===== src/verilog/cfg_defs.svh =====
// Configuration word layout, protection codes and reset-support timing
`ifndef CFG_DEFS_SVH
`define CFG_DEFS_SVH

`define CFG_WORD_W           14
`define PROG_ADDR_W          11
`define CFG_ADDR             14'h2007
`define CFG_SPACE_LO         14'h2000
`define CFG_SPACE_HI         14'h3fff
`define CFG_ERASED           14'h3fff

`define CFG_PROT_A_MSB       13
`define CFG_PROT_B_MSB       11
`define CFG_DATA_PROT_N_BIT  8
`define CFG_LOW_V_PROG_BIT   7
`define CFG_BROWNOUT_BIT     6
`define CFG_EXT_RESET_BIT    5
`define CFG_OSC_SEL2_BIT     4
`define CFG_POWERUP_N_BIT    3
`define CFG_WATCHDOG_BIT     2
`define CFG_OSC_SEL1_BIT     1
`define CFG_OSC_SEL0_BIT     0

`define PROT_NONE            2'h3
`define PROT_UPPER           2'h2
`define PROT_MID             2'h1
`define PROT_ALL             2'h0
`define PROT_BASE_UPPER      11'h400
`define PROT_BASE_MID        11'h200
`define PROT_BASE_ALL        11'h000
`define PROG_TOP             11'h7ff

`define OSC_CRYSTAL_MAX      3'h2

`define CLK_MHZ              125
`define POWERUP_US           72000
`define POWERUP_CYCLES       (`POWERUP_US * `CLK_MHZ)
`define BROWNOUT_US          72000
`define BROWNOUT_CYCLES      (`BROWNOUT_US * `CLK_MHZ)
`define SETTLE_CYCLES        1024
`define WATCHDOG_TICKS       18

`define TMR_POWERUP          0
`define TMR_SETTLE           1
`define TMR_BROWNOUT         2
`define TMR_COUNT            3

`endif


===== src/verilog/cfg_pkg.sv =====
// Types shared by the configuration and reset-support logic
`include "cfg_defs.svh"
package cfg_pkg;
    typedef logic [`CFG_WORD_W-1:0]  cfg_word_t;
    typedef logic [`PROG_ADDR_W-1:0] prog_addr_t;
    typedef logic [1:0]              prot_code_t;
    typedef logic [2:0]              osc_sel_t;
    typedef enum logic [4:0] {
        ST_POWERUP = 5'h01,
        ST_SETTLE  = 5'h02,
        ST_RUN     = 5'h04,
        ST_SLEEP   = 5'h08,
        ST_HOLD    = 5'h10
    } phase_e;
endpackage


===== src/verilog/timer_if.sv =====
// Start and busy pair between the sequencer and a hold timer
`timescale 1ns/1ps
interface timer_if;
    logic start;
    logic busy;
    modport timer (input start, output busy);
    modport user  (output start, input busy);
endinterface


===== src/verilog/hold_timer.sv =====
// Retriggerable down-counter that reports busy for CYCLES cycles after start
`timescale 1ns/1ps
module hold_timer #(
    parameter int CYCLES = 1024
) (
    input  wire logic    clock,
    input  wire logic    reset,
    timer_if.timer       tif
);
    localparam int W = $clog2(CYCLES + 1);

    logic [W-1:0] cnt_q;

    // Restart on every start so a lingering cause keeps stretching the hold
    always_ff @(posedge clock) begin
        if (reset) begin
            cnt_q <= '0;
        end else if (tif.start) begin
            cnt_q <= W'(CYCLES);
        end else if (cnt_q != '0) begin
            cnt_q <= cnt_q - 1'b1;
        end
    end

    assign tif.busy = (cnt_q != '0);
endmodule


===== src/verilog/config_word_reset_support.sv =====
// Configuration word store, option decode and reset/sleep sequencing
// Overview of operation
// A programmed configuration bit reads 0, an unprogrammed bit reads 1.
// The configuration word lives at program address 2007h.
// Config space 2000h-3FFFh is reachable only in programming mode.
// Word is 14 bits; two copies of the protection field select the range.
// Protection 11 none, 10 0400h-07FFh, 01 0200h-07FFh, 00 0000h-07FFh.
// Bit 8 at 1 leaves data memory open, at 0 protects it.
// Watchdog enabled by configuration, counted on its own RC tick.
// Settle timer holds reset until the crystal oscillator is stable.
// Power-up timer holds reset 72 ms, only after power-up; a hold cause in ST_POWERUP goes to ST_HOLD, which skips the rest.
// Brown-out resets the device for at least 72 ms.
// Sleep ends on external reset, watchdog wake-up or enabled interrupt.
// Word is latched during reset and held stable while running.
`timescale 1ns/1ps
`include "cfg_defs.svh"
module config_word_reset_support #(
    parameter int POWERUP_CYCLES  = `POWERUP_CYCLES,
    parameter int BROWNOUT_CYCLES = `BROWNOUT_CYCLES,
    parameter int SETTLE_CYCLES   = `SETTLE_CYCLES,
    parameter int WATCHDOG_TICKS  = `WATCHDOG_TICKS
) (
    input  wire logic               clock,
    input  wire logic               reset,
    input  wire logic               prog_mode,
    input  wire cfg_pkg::cfg_word_t prog_addr,
    input  wire logic               prog_write,
    input  wire logic               prog_read,
    input  wire cfg_pkg::cfg_word_t prog_wdata,
    output logic                    prog_rvalid,
    output cfg_pkg::cfg_word_t      prog_rdata,
    input  wire cfg_pkg::prog_addr_t check_addr,
    output logic                    check_protected,
    output logic                    code_protect_on,
    output cfg_pkg::prog_addr_t     protect_base,
    output logic                    data_protect_on,
    output logic                    low_voltage_prog_enable,
    output logic                    brownout_enable,
    output logic                    ext_reset_pin_enable,
    output logic                    powerup_delay_enable,
    output logic                    watchdog_enable,
    output cfg_pkg::osc_sel_t       osc_select,
    input  wire logic               brownout_detect,
    input  wire logic               ext_reset_n,
    input  wire logic               watchdog_rc_tick,
    input  wire logic               watchdog_clear,
    input  wire logic               sleep_request,
    input  wire logic               irq_wake,
    output logic                    device_reset,
    output logic                    sleeping,
    output logic                    watchdog_expired,
    output logic                    wake_event
);
    import cfg_pkg::*;

    localparam int TIMER_CYCLES [`TMR_COUNT] = '{POWERUP_CYCLES, SETTLE_CYCLES,
                                                 BROWNOUT_CYCLES};
    localparam int WD_W = $clog2(WATCHDOG_TICKS + 1);

    // Non-volatile cell: survives reset, only the programmer alters it
    cfg_word_t          nv_word_q = `CFG_ERASED;
    cfg_word_t          cfg_q;
    phase_e             phase_q;
    logic               por_start_q;
    logic               settle_start_q;
    logic [WD_W-1:0]    wd_cnt_q;
    logic               wd_fire;
    logic               crystal;
    logic               ext_reset_active;
    logic               hold_cause;
    logic               prog_access_ok;
    prot_code_t         prot_code;
    int unsigned        powerup_cnt_q;

    timer_if tmr [`TMR_COUNT] ();

    function automatic logic in_cfg_space(input cfg_word_t addr);
        in_cfg_space = (addr >= `CFG_SPACE_LO) && (addr <= `CFG_SPACE_HI);
    endfunction

    function automatic prog_addr_t prot_base(input prot_code_t code);
        case (code)
            `PROT_UPPER: prot_base = `PROT_BASE_UPPER;
            `PROT_MID:   prot_base = `PROT_BASE_MID;
            `PROT_ALL:   prot_base = `PROT_BASE_ALL;
            `PROT_NONE:  prot_base = `PROG_TOP;
        endcase
    endfunction

    // Programmer side of the configuration space
    assign prog_access_ok = prog_mode && in_cfg_space(prog_addr);

    always_ff @(posedge clock) begin
        if (prog_access_ok && prog_write && prog_addr == `CFG_ADDR) begin
            nv_word_q <= prog_wdata;
        end
    end

    always_ff @(posedge clock) begin
        if (reset) begin
            prog_rvalid <= 1'b0;
            prog_rdata  <= '0;
        end else begin
            prog_rvalid <= prog_access_ok && prog_read;
            if (prog_access_ok && prog_read) begin
                prog_rdata <= (prog_addr == `CFG_ADDR) ? nv_word_q : `CFG_ERASED;
            end
        end
    end

    // Options only change across a reset, so running logic never sees a glitch
    always_ff @(posedge clock) begin
        if (reset) begin
            cfg_q <= nv_word_q;
        end
    end

    // A copy that says protect wins over one that does not
    assign prot_code = cfg_q[`CFG_PROT_A_MSB -: 2] & cfg_q[`CFG_PROT_B_MSB -: 2];
    assign code_protect_on         = (prot_code != `PROT_NONE);
    assign protect_base            = prot_base(prot_code);
    assign data_protect_on         = !cfg_q[`CFG_DATA_PROT_N_BIT];
    assign low_voltage_prog_enable = cfg_q[`CFG_LOW_V_PROG_BIT];
    assign brownout_enable         = cfg_q[`CFG_BROWNOUT_BIT];
    assign ext_reset_pin_enable    = cfg_q[`CFG_EXT_RESET_BIT];
    assign powerup_delay_enable    = !cfg_q[`CFG_POWERUP_N_BIT];
    assign watchdog_enable         = cfg_q[`CFG_WATCHDOG_BIT];
    assign osc_select = {cfg_q[`CFG_OSC_SEL2_BIT], cfg_q[`CFG_OSC_SEL1_BIT],
                         cfg_q[`CFG_OSC_SEL0_BIT]};

    // Upper bound is implicit: the address cannot exceed the top of memory
    always_ff @(posedge clock) begin
        if (reset) begin
            check_protected <= 1'b0;
        end else begin
            check_protected <= code_protect_on && check_addr >= prot_base(prot_code);
        end
    end

    // Reset hold timers
    assign crystal          = (osc_select <= `OSC_CRYSTAL_MAX);
    assign ext_reset_active = ext_reset_pin_enable && !ext_reset_n;
    assign hold_cause       = ext_reset_active || (brownout_enable && brownout_detect) ||
                              tmr[`TMR_BROWNOUT].busy;

    assign tmr[`TMR_POWERUP].start  = por_start_q && powerup_delay_enable;
    assign tmr[`TMR_SETTLE].start   = settle_start_q;
    assign tmr[`TMR_BROWNOUT].start = brownout_enable && brownout_detect;

    for (genvar i = 0; i < `TMR_COUNT; i++) begin : g_timer
        hold_timer #(
            .CYCLES (TIMER_CYCLES[i])
        ) u_timer (
            .clock  (clock),
            .reset  (reset),
            .tif    (tmr[i])
        );
    end

    always_ff @(posedge clock) begin
        if (reset) begin
            por_start_q <= 1'b1;
        end else begin
            por_start_q <= 1'b0;
        end
    end

    // Phase sequencer
    always_ff @(posedge clock) begin
        if (reset) begin
            phase_q        <= ST_POWERUP;
            settle_start_q <= 1'b0;
            wake_event     <= 1'b0;
        end else begin
            settle_start_q <= 1'b0;
            wake_event     <= 1'b0;
            unique case (phase_q)
                ST_POWERUP: begin
                    if (hold_cause) begin
                        phase_q <= ST_HOLD;
                    end else if (!por_start_q && !tmr[`TMR_POWERUP].busy) begin
                        phase_q        <= ST_SETTLE;
                        settle_start_q <= crystal;
                    end
                end
                ST_SETTLE: begin
                    if (hold_cause) begin
                        phase_q <= ST_HOLD;
                    end else if (!settle_start_q && !tmr[`TMR_SETTLE].busy) begin
                        phase_q <= ST_RUN;
                    end
                end
                ST_RUN: begin
                    if (hold_cause || wd_fire) begin
                        phase_q <= ST_HOLD;
                    end else if (sleep_request) begin
                        phase_q <= ST_SLEEP;
                    end
                end
                ST_SLEEP: begin
                    if (hold_cause) begin
                        phase_q    <= ST_HOLD;
                        wake_event <= 1'b1;
                    end else if (wd_fire || irq_wake) begin
                        phase_q        <= ST_SETTLE;
                        settle_start_q <= crystal;
                        wake_event     <= 1'b1;
                    end
                end
                ST_HOLD: begin
                    // Later resets skip the power-up delay
                    if (!hold_cause) begin
                        phase_q        <= ST_SETTLE;
                        settle_start_q <= crystal;
                    end
                end
            endcase
        end
    end

    assign device_reset = (phase_q == ST_POWERUP) || (phase_q == ST_SETTLE) ||
                          (phase_q == ST_HOLD);
    assign sleeping     = (phase_q == ST_SLEEP);

    // Watchdog counts ticks of its own RC source, not the system clock
    assign wd_fire = watchdog_enable && watchdog_rc_tick &&
                     wd_cnt_q == WD_W'(WATCHDOG_TICKS - 1);

    always_ff @(posedge clock) begin
        if (reset) begin
            wd_cnt_q <= '0;
        end else if (!watchdog_enable || watchdog_clear || device_reset ||
                     (phase_q == ST_RUN && sleep_request)) begin
            wd_cnt_q <= '0;
        end else if (watchdog_rc_tick) begin
            wd_cnt_q <= wd_fire ? '0 : wd_cnt_q + 1'b1;
        end
    end

    always_ff @(posedge clock) begin
        if (reset) begin
            watchdog_expired <= 1'b0;
        end else begin
            watchdog_expired <= wd_fire;
        end
    end

    // Checking helpers
    always_ff @(posedge clock) begin
        if (reset) begin
            powerup_cnt_q <= 0;
        end else if (phase_q == ST_POWERUP) begin
            powerup_cnt_q <= powerup_cnt_q + 1;
        end
    end
endmodule


===== config.mk =====
export PLATFORM = sky130hd
export DESIGN_NAME = config_word_reset_support
export DESIGN_NICKNAME = d
export VERILOG_FILES = /design/src/verilog/cfg_pkg.sv /design/src/verilog/timer_if.sv /design/src/verilog/hold_timer.sv /design/src/verilog/config_word_reset_support.sv
export VERILOG_INCLUDE_DIRS = /design/src /design/src/verilog
export SDC_FILE = /design/constraint.sdc
export NUM_CORES = 1
export LEC_CHECK = 0
export BUFFER_PORTS_ARGS = -buffer_cell sky130_fd_sc_hd__buf_2
export CORE_MARGIN = 1
export CORE_UTILIZATION = 50
export DETAILED_ROUTE_END_ITERATION = 8
export PLACE_DENSITY = 0.83
export SETUP_SLACK_MARGIN = 0.15
export SYNTH_ARGS = -nofsm -noshare
export SYNTH_HDL_FRONTEND = slang
export SYNTH_SLANG_ARGS = --single-unit

===== constraint.sdc =====
create_clock -name clock -period 2 [get_ports clock]
set_input_delay 0 -clock clock [delete_from_list [all_inputs] [get_ports clock]]
set_output_delay 0 -clock clock [all_outputs]
set_load 0.05 [all_outputs]

==> results.sh <==
export IMPL_p_total_mw=10.1
export IMPL_netlist_area_leader_share=0.339
export IMPL_ys_flop_type="dfxtp_1"
export IMPL_finalHoldViolCount=0
export IMPL_fin_crit_ns=2.02
export IMPL_synth_top_cells_by_area="dfxtp_1 34%, edfxtp_1 15%, nor2_1 6.1%"
export IMPL_die_width_microns=105
export IMPL_core_sq_um=10300
export IMPL_fin_cells=865
export IMPL_ys_seq_elements=116
export IMPL_cts_path_max_buffers=2
export IMPL_clk_pin_slew_ns=0.06
export IMPL_violations="negative setup slack"
export IMPL_placed_area_sq_um=5990
export IMPL_relSlewSlack=0.542
export IMPL_cp_end_kind="register"
export IMPL_fin_util=0.719
export IMPL_cts_root_buffer="clkbuf_8"
export IMPL_r2r_start="g_timer[2].u_timer.cnt_q[21]$_SDFFE_PP0P_"
export IMPL_syn_to_final_growth_pct=40.4
export IMPL_n_fill_cell=648
export IMPL_grt_pass1_vias=4726
export IMPL_min_period_over_period=1.01
export IMPL_fmax_mhz=496
export IMPL_synthCells=554
export IMPL_post_dp_hpwl_mm=8.28
export IMPL_finalSetupTns_ns=-0.0162
export IMPL_synth_edf_count=27
export IMPL_synth_largest_area_cell="dfxtp_1"
export IMPL_ant_nets=0
export IMPL_wl_mm=14.6
export IMPL_insertion_delay_ns=0.52
export IMPL_async_flop_share=0
export IMPL_routabilityCongestion=0.850
export IMPL_boundaryPins=91
export IMPL_synth_most_common_cell="dfxtp_1"
export IMPL_power_density_nw_per_um2=1370
export IMPL_synth_area_sq_um=5260
export IMPL_vdd_drop_max_mv=0.642
export IMPL_outcome="finished with violations"
export IMPL_avgSynthCellArea_sq_um=9.50
export IMPL_placed_cells=780
export IMPL_drt_first_pass_iters=5
export IMPL_whs_ns=0.0265
export IMPL_setup_violations=1
export IMPL_io_buffers=89
export IMPL_vias=4818
export IMPL_dieArea_sq_um=10900
export IMPL_hold_path_startpoint="prog_write"
export IMPL_r2r_end="phase_q[1]$_SDFFE_PP0P_"
export IMPL_cts_tree="built"
export IMPL_diodes=0
export IMPL_yosysSeqAreaShare=0.493
export IMPL_num_rows=37
export IMPL_p_leak_nw=3.02
export IMPL_slew_violations=0
export IMPL_start_kind="register"
export IMPL_clock_sinks=116
export IMPL_reg2regPathDepth=6
export IMPL_antenna_found_initial=0
export IMPL_syn_num_nets=619
export IMPL_multi_input_area_sq_um=2790
export IMPL_seq_area_sq_um=2620
export IMPL_grtUsageTotal=0.249
export IMPL_synth_common_cells="89 x dfxtp_1, 85 x nor2_1, 45 x nor3_1, 35 x nand2_1, 31 x xor2_1"
export IMPL_die_h_microns=105
export IMPL_hold_class="primary input to register"
export IMPL_layout_nets=781
export IMPL_required_ns=2.41
export IMPL_tightest_slew_ns=0.687
export IMPL_arrival_ns=2.43
export IMPL_start_util=0.512
export IMPL_crit_type="register to register"
export IMPL_grt_ovfl_total=0
export IMPL_reg2reg_setup_slack_ns=-0.02
export IMPL_grt_max_degree=24
export IMPL_wl_per_cell_microns=16.9
export IMPL_drive_gt1_frac=0.359
export IMPL_place_ws_ns=0.00917
export IMPL_finalClockSkew_ns=0.00707
export IMPL_rsz0062_at_grt="true"
export IMPL_critPathMaxFanout=5
export IMPL_grt_first_pass_wirelength_mm=21.6
export IMPL_setup_ws_ns=-0.0162
export IMPL_vias_per_cell=5.57
export IMPL_min_to="nv_word_q[7]$_DFFE_PP_"
export IMPL_worstHoldPathCells=4
export IMPL_htreeDepth=4
export IMPL_post_route_cell_area_sq_um=7390
export IMPL_yosys_warnings=0
export IMPL_numCtsBuffers=17
export IMPL_synth_cell_types=62
export IMPL_initialDrtViolationCount=333
export IMPL_drc=0
export IMPL_maxCapViolations=0
-- report_power, final --
part / internal [mW] / leakage, nW / total, mW / switching (mW)
logic: 1.94 / 1.76 / 3.96 / 2.02
registers: 2.81 / 0.990 / 3.32 / 0.517
clock network: 1.68 / 0.269 / 2.85 / 1.17
-- critical path, cell delays in order (launching register included) --
cell and delay (ns):
dfxtp_1 0.37, nor3_1 0.49, and3_4 0.33, and3_4 0.25, mux2i_4 0.25, nor4_2 0.06
o21ba_1 0.17
-- routing by layer --
layer	global-route usage	routed length, microns	up-vias
li1	-	-	2253
met1	0.266	5580	2323
met2	0.444	7760	188
met3	0.0730	716	54
met4	0.128	531	0
met5	0	0	-
-- final cells by class --
class,count,share of cell area
Clock buffer,18,0.0566
Clock inverter,14,0.0191
Inverter,18,0.0108
Multi-Input combinational cell,392,0.378
Sequential cell,116,0.355
Tap cell,136,0.0230
Timing Repair Buffer,171,0.157
-- cell usage in the layout, fill, tap and decap left out, types with 16 or more instances in the layout --
cell           synthesis  routed
nor3_1                45      39
nand2_1               35      32
edfxtp_1              27      27
a21oi_1               29      28
buf_4                 12      53
dfxtp_1               89      72
buf_2                  2      87
clkbuf_16              0      16
xnor2_1               21      20
dlygate4sd3_1          0      23
xor2_1                31      29
nand3_1               21      16
nor2_1                85      85
-- timing repair --
item / 4_1_cts / 5_1_grt
hold buffers: 23 / 0
setup endpoints to repair: 26 / 44
hold endpoints to repair: 43 / 0
pin swaps: 15 / 23
setup buffers: 11 / 19
gates resized for setup: 25 / 68
gates cloned: 0 / 0
-- worst max-delay path by stage --
stage	from	endpoint	slack, ns	cells after the start
floorplan	phase_q[1]$_SDFFE_PP0P_	phase_q[3]$_SDFFE_PP0P_	0.06	8
global placement	g_timer[2].u_timer.cnt_q[1]$_SDFFE_PP0P_	phase_q[1]$_SDFFE_PP0P_	0.1	8
detailed placement	g_timer[2].u_timer.cnt_q[1]$_SDFFE_PP0P_	phase_q[1]$_SDFFE_PP0P_	0.009	8
CTS	phase_q[4]$_SDFFE_PP0P_	phase_q[3]$_SDFFE_PP0P_	0.07	7
global route	g_timer[2].u_timer.cnt_q[21]$_SDFFE_PP0P_	phase_q[1]$_SDFFE_PP0P_	-0.09	6
finish	g_timer[2].u_timer.cnt_q[21]$_SDFFE_PP0P_	phase_q[1]$_SDFFE_PP0P_	-0.02	6
-- state kept, by name, summed over array words and instances (netlist names), 5 cells and up --
name,flops
phase_q,5
prog_rdata,14
wd_cnt_q,5
nv_word_q,14
g_timer.u_timer.cnt_q,59
cfg_q,13
-- cell families after synthesis --
kind of cell	after synthesis	share of synthesized area
flip-flops	116	0.493
AO/OA/AOI/OAI	61	0.0737
buffers and inverters	46	0.0435
adder cells (fa/ha/maj)	15	0.0357
AND/OR/NAND/NOR	259	0.258
XOR/XNOR	52	0.0866
multiplexers	5	0.00951
No activity file was read; power rests on OpenSTA's default activity.
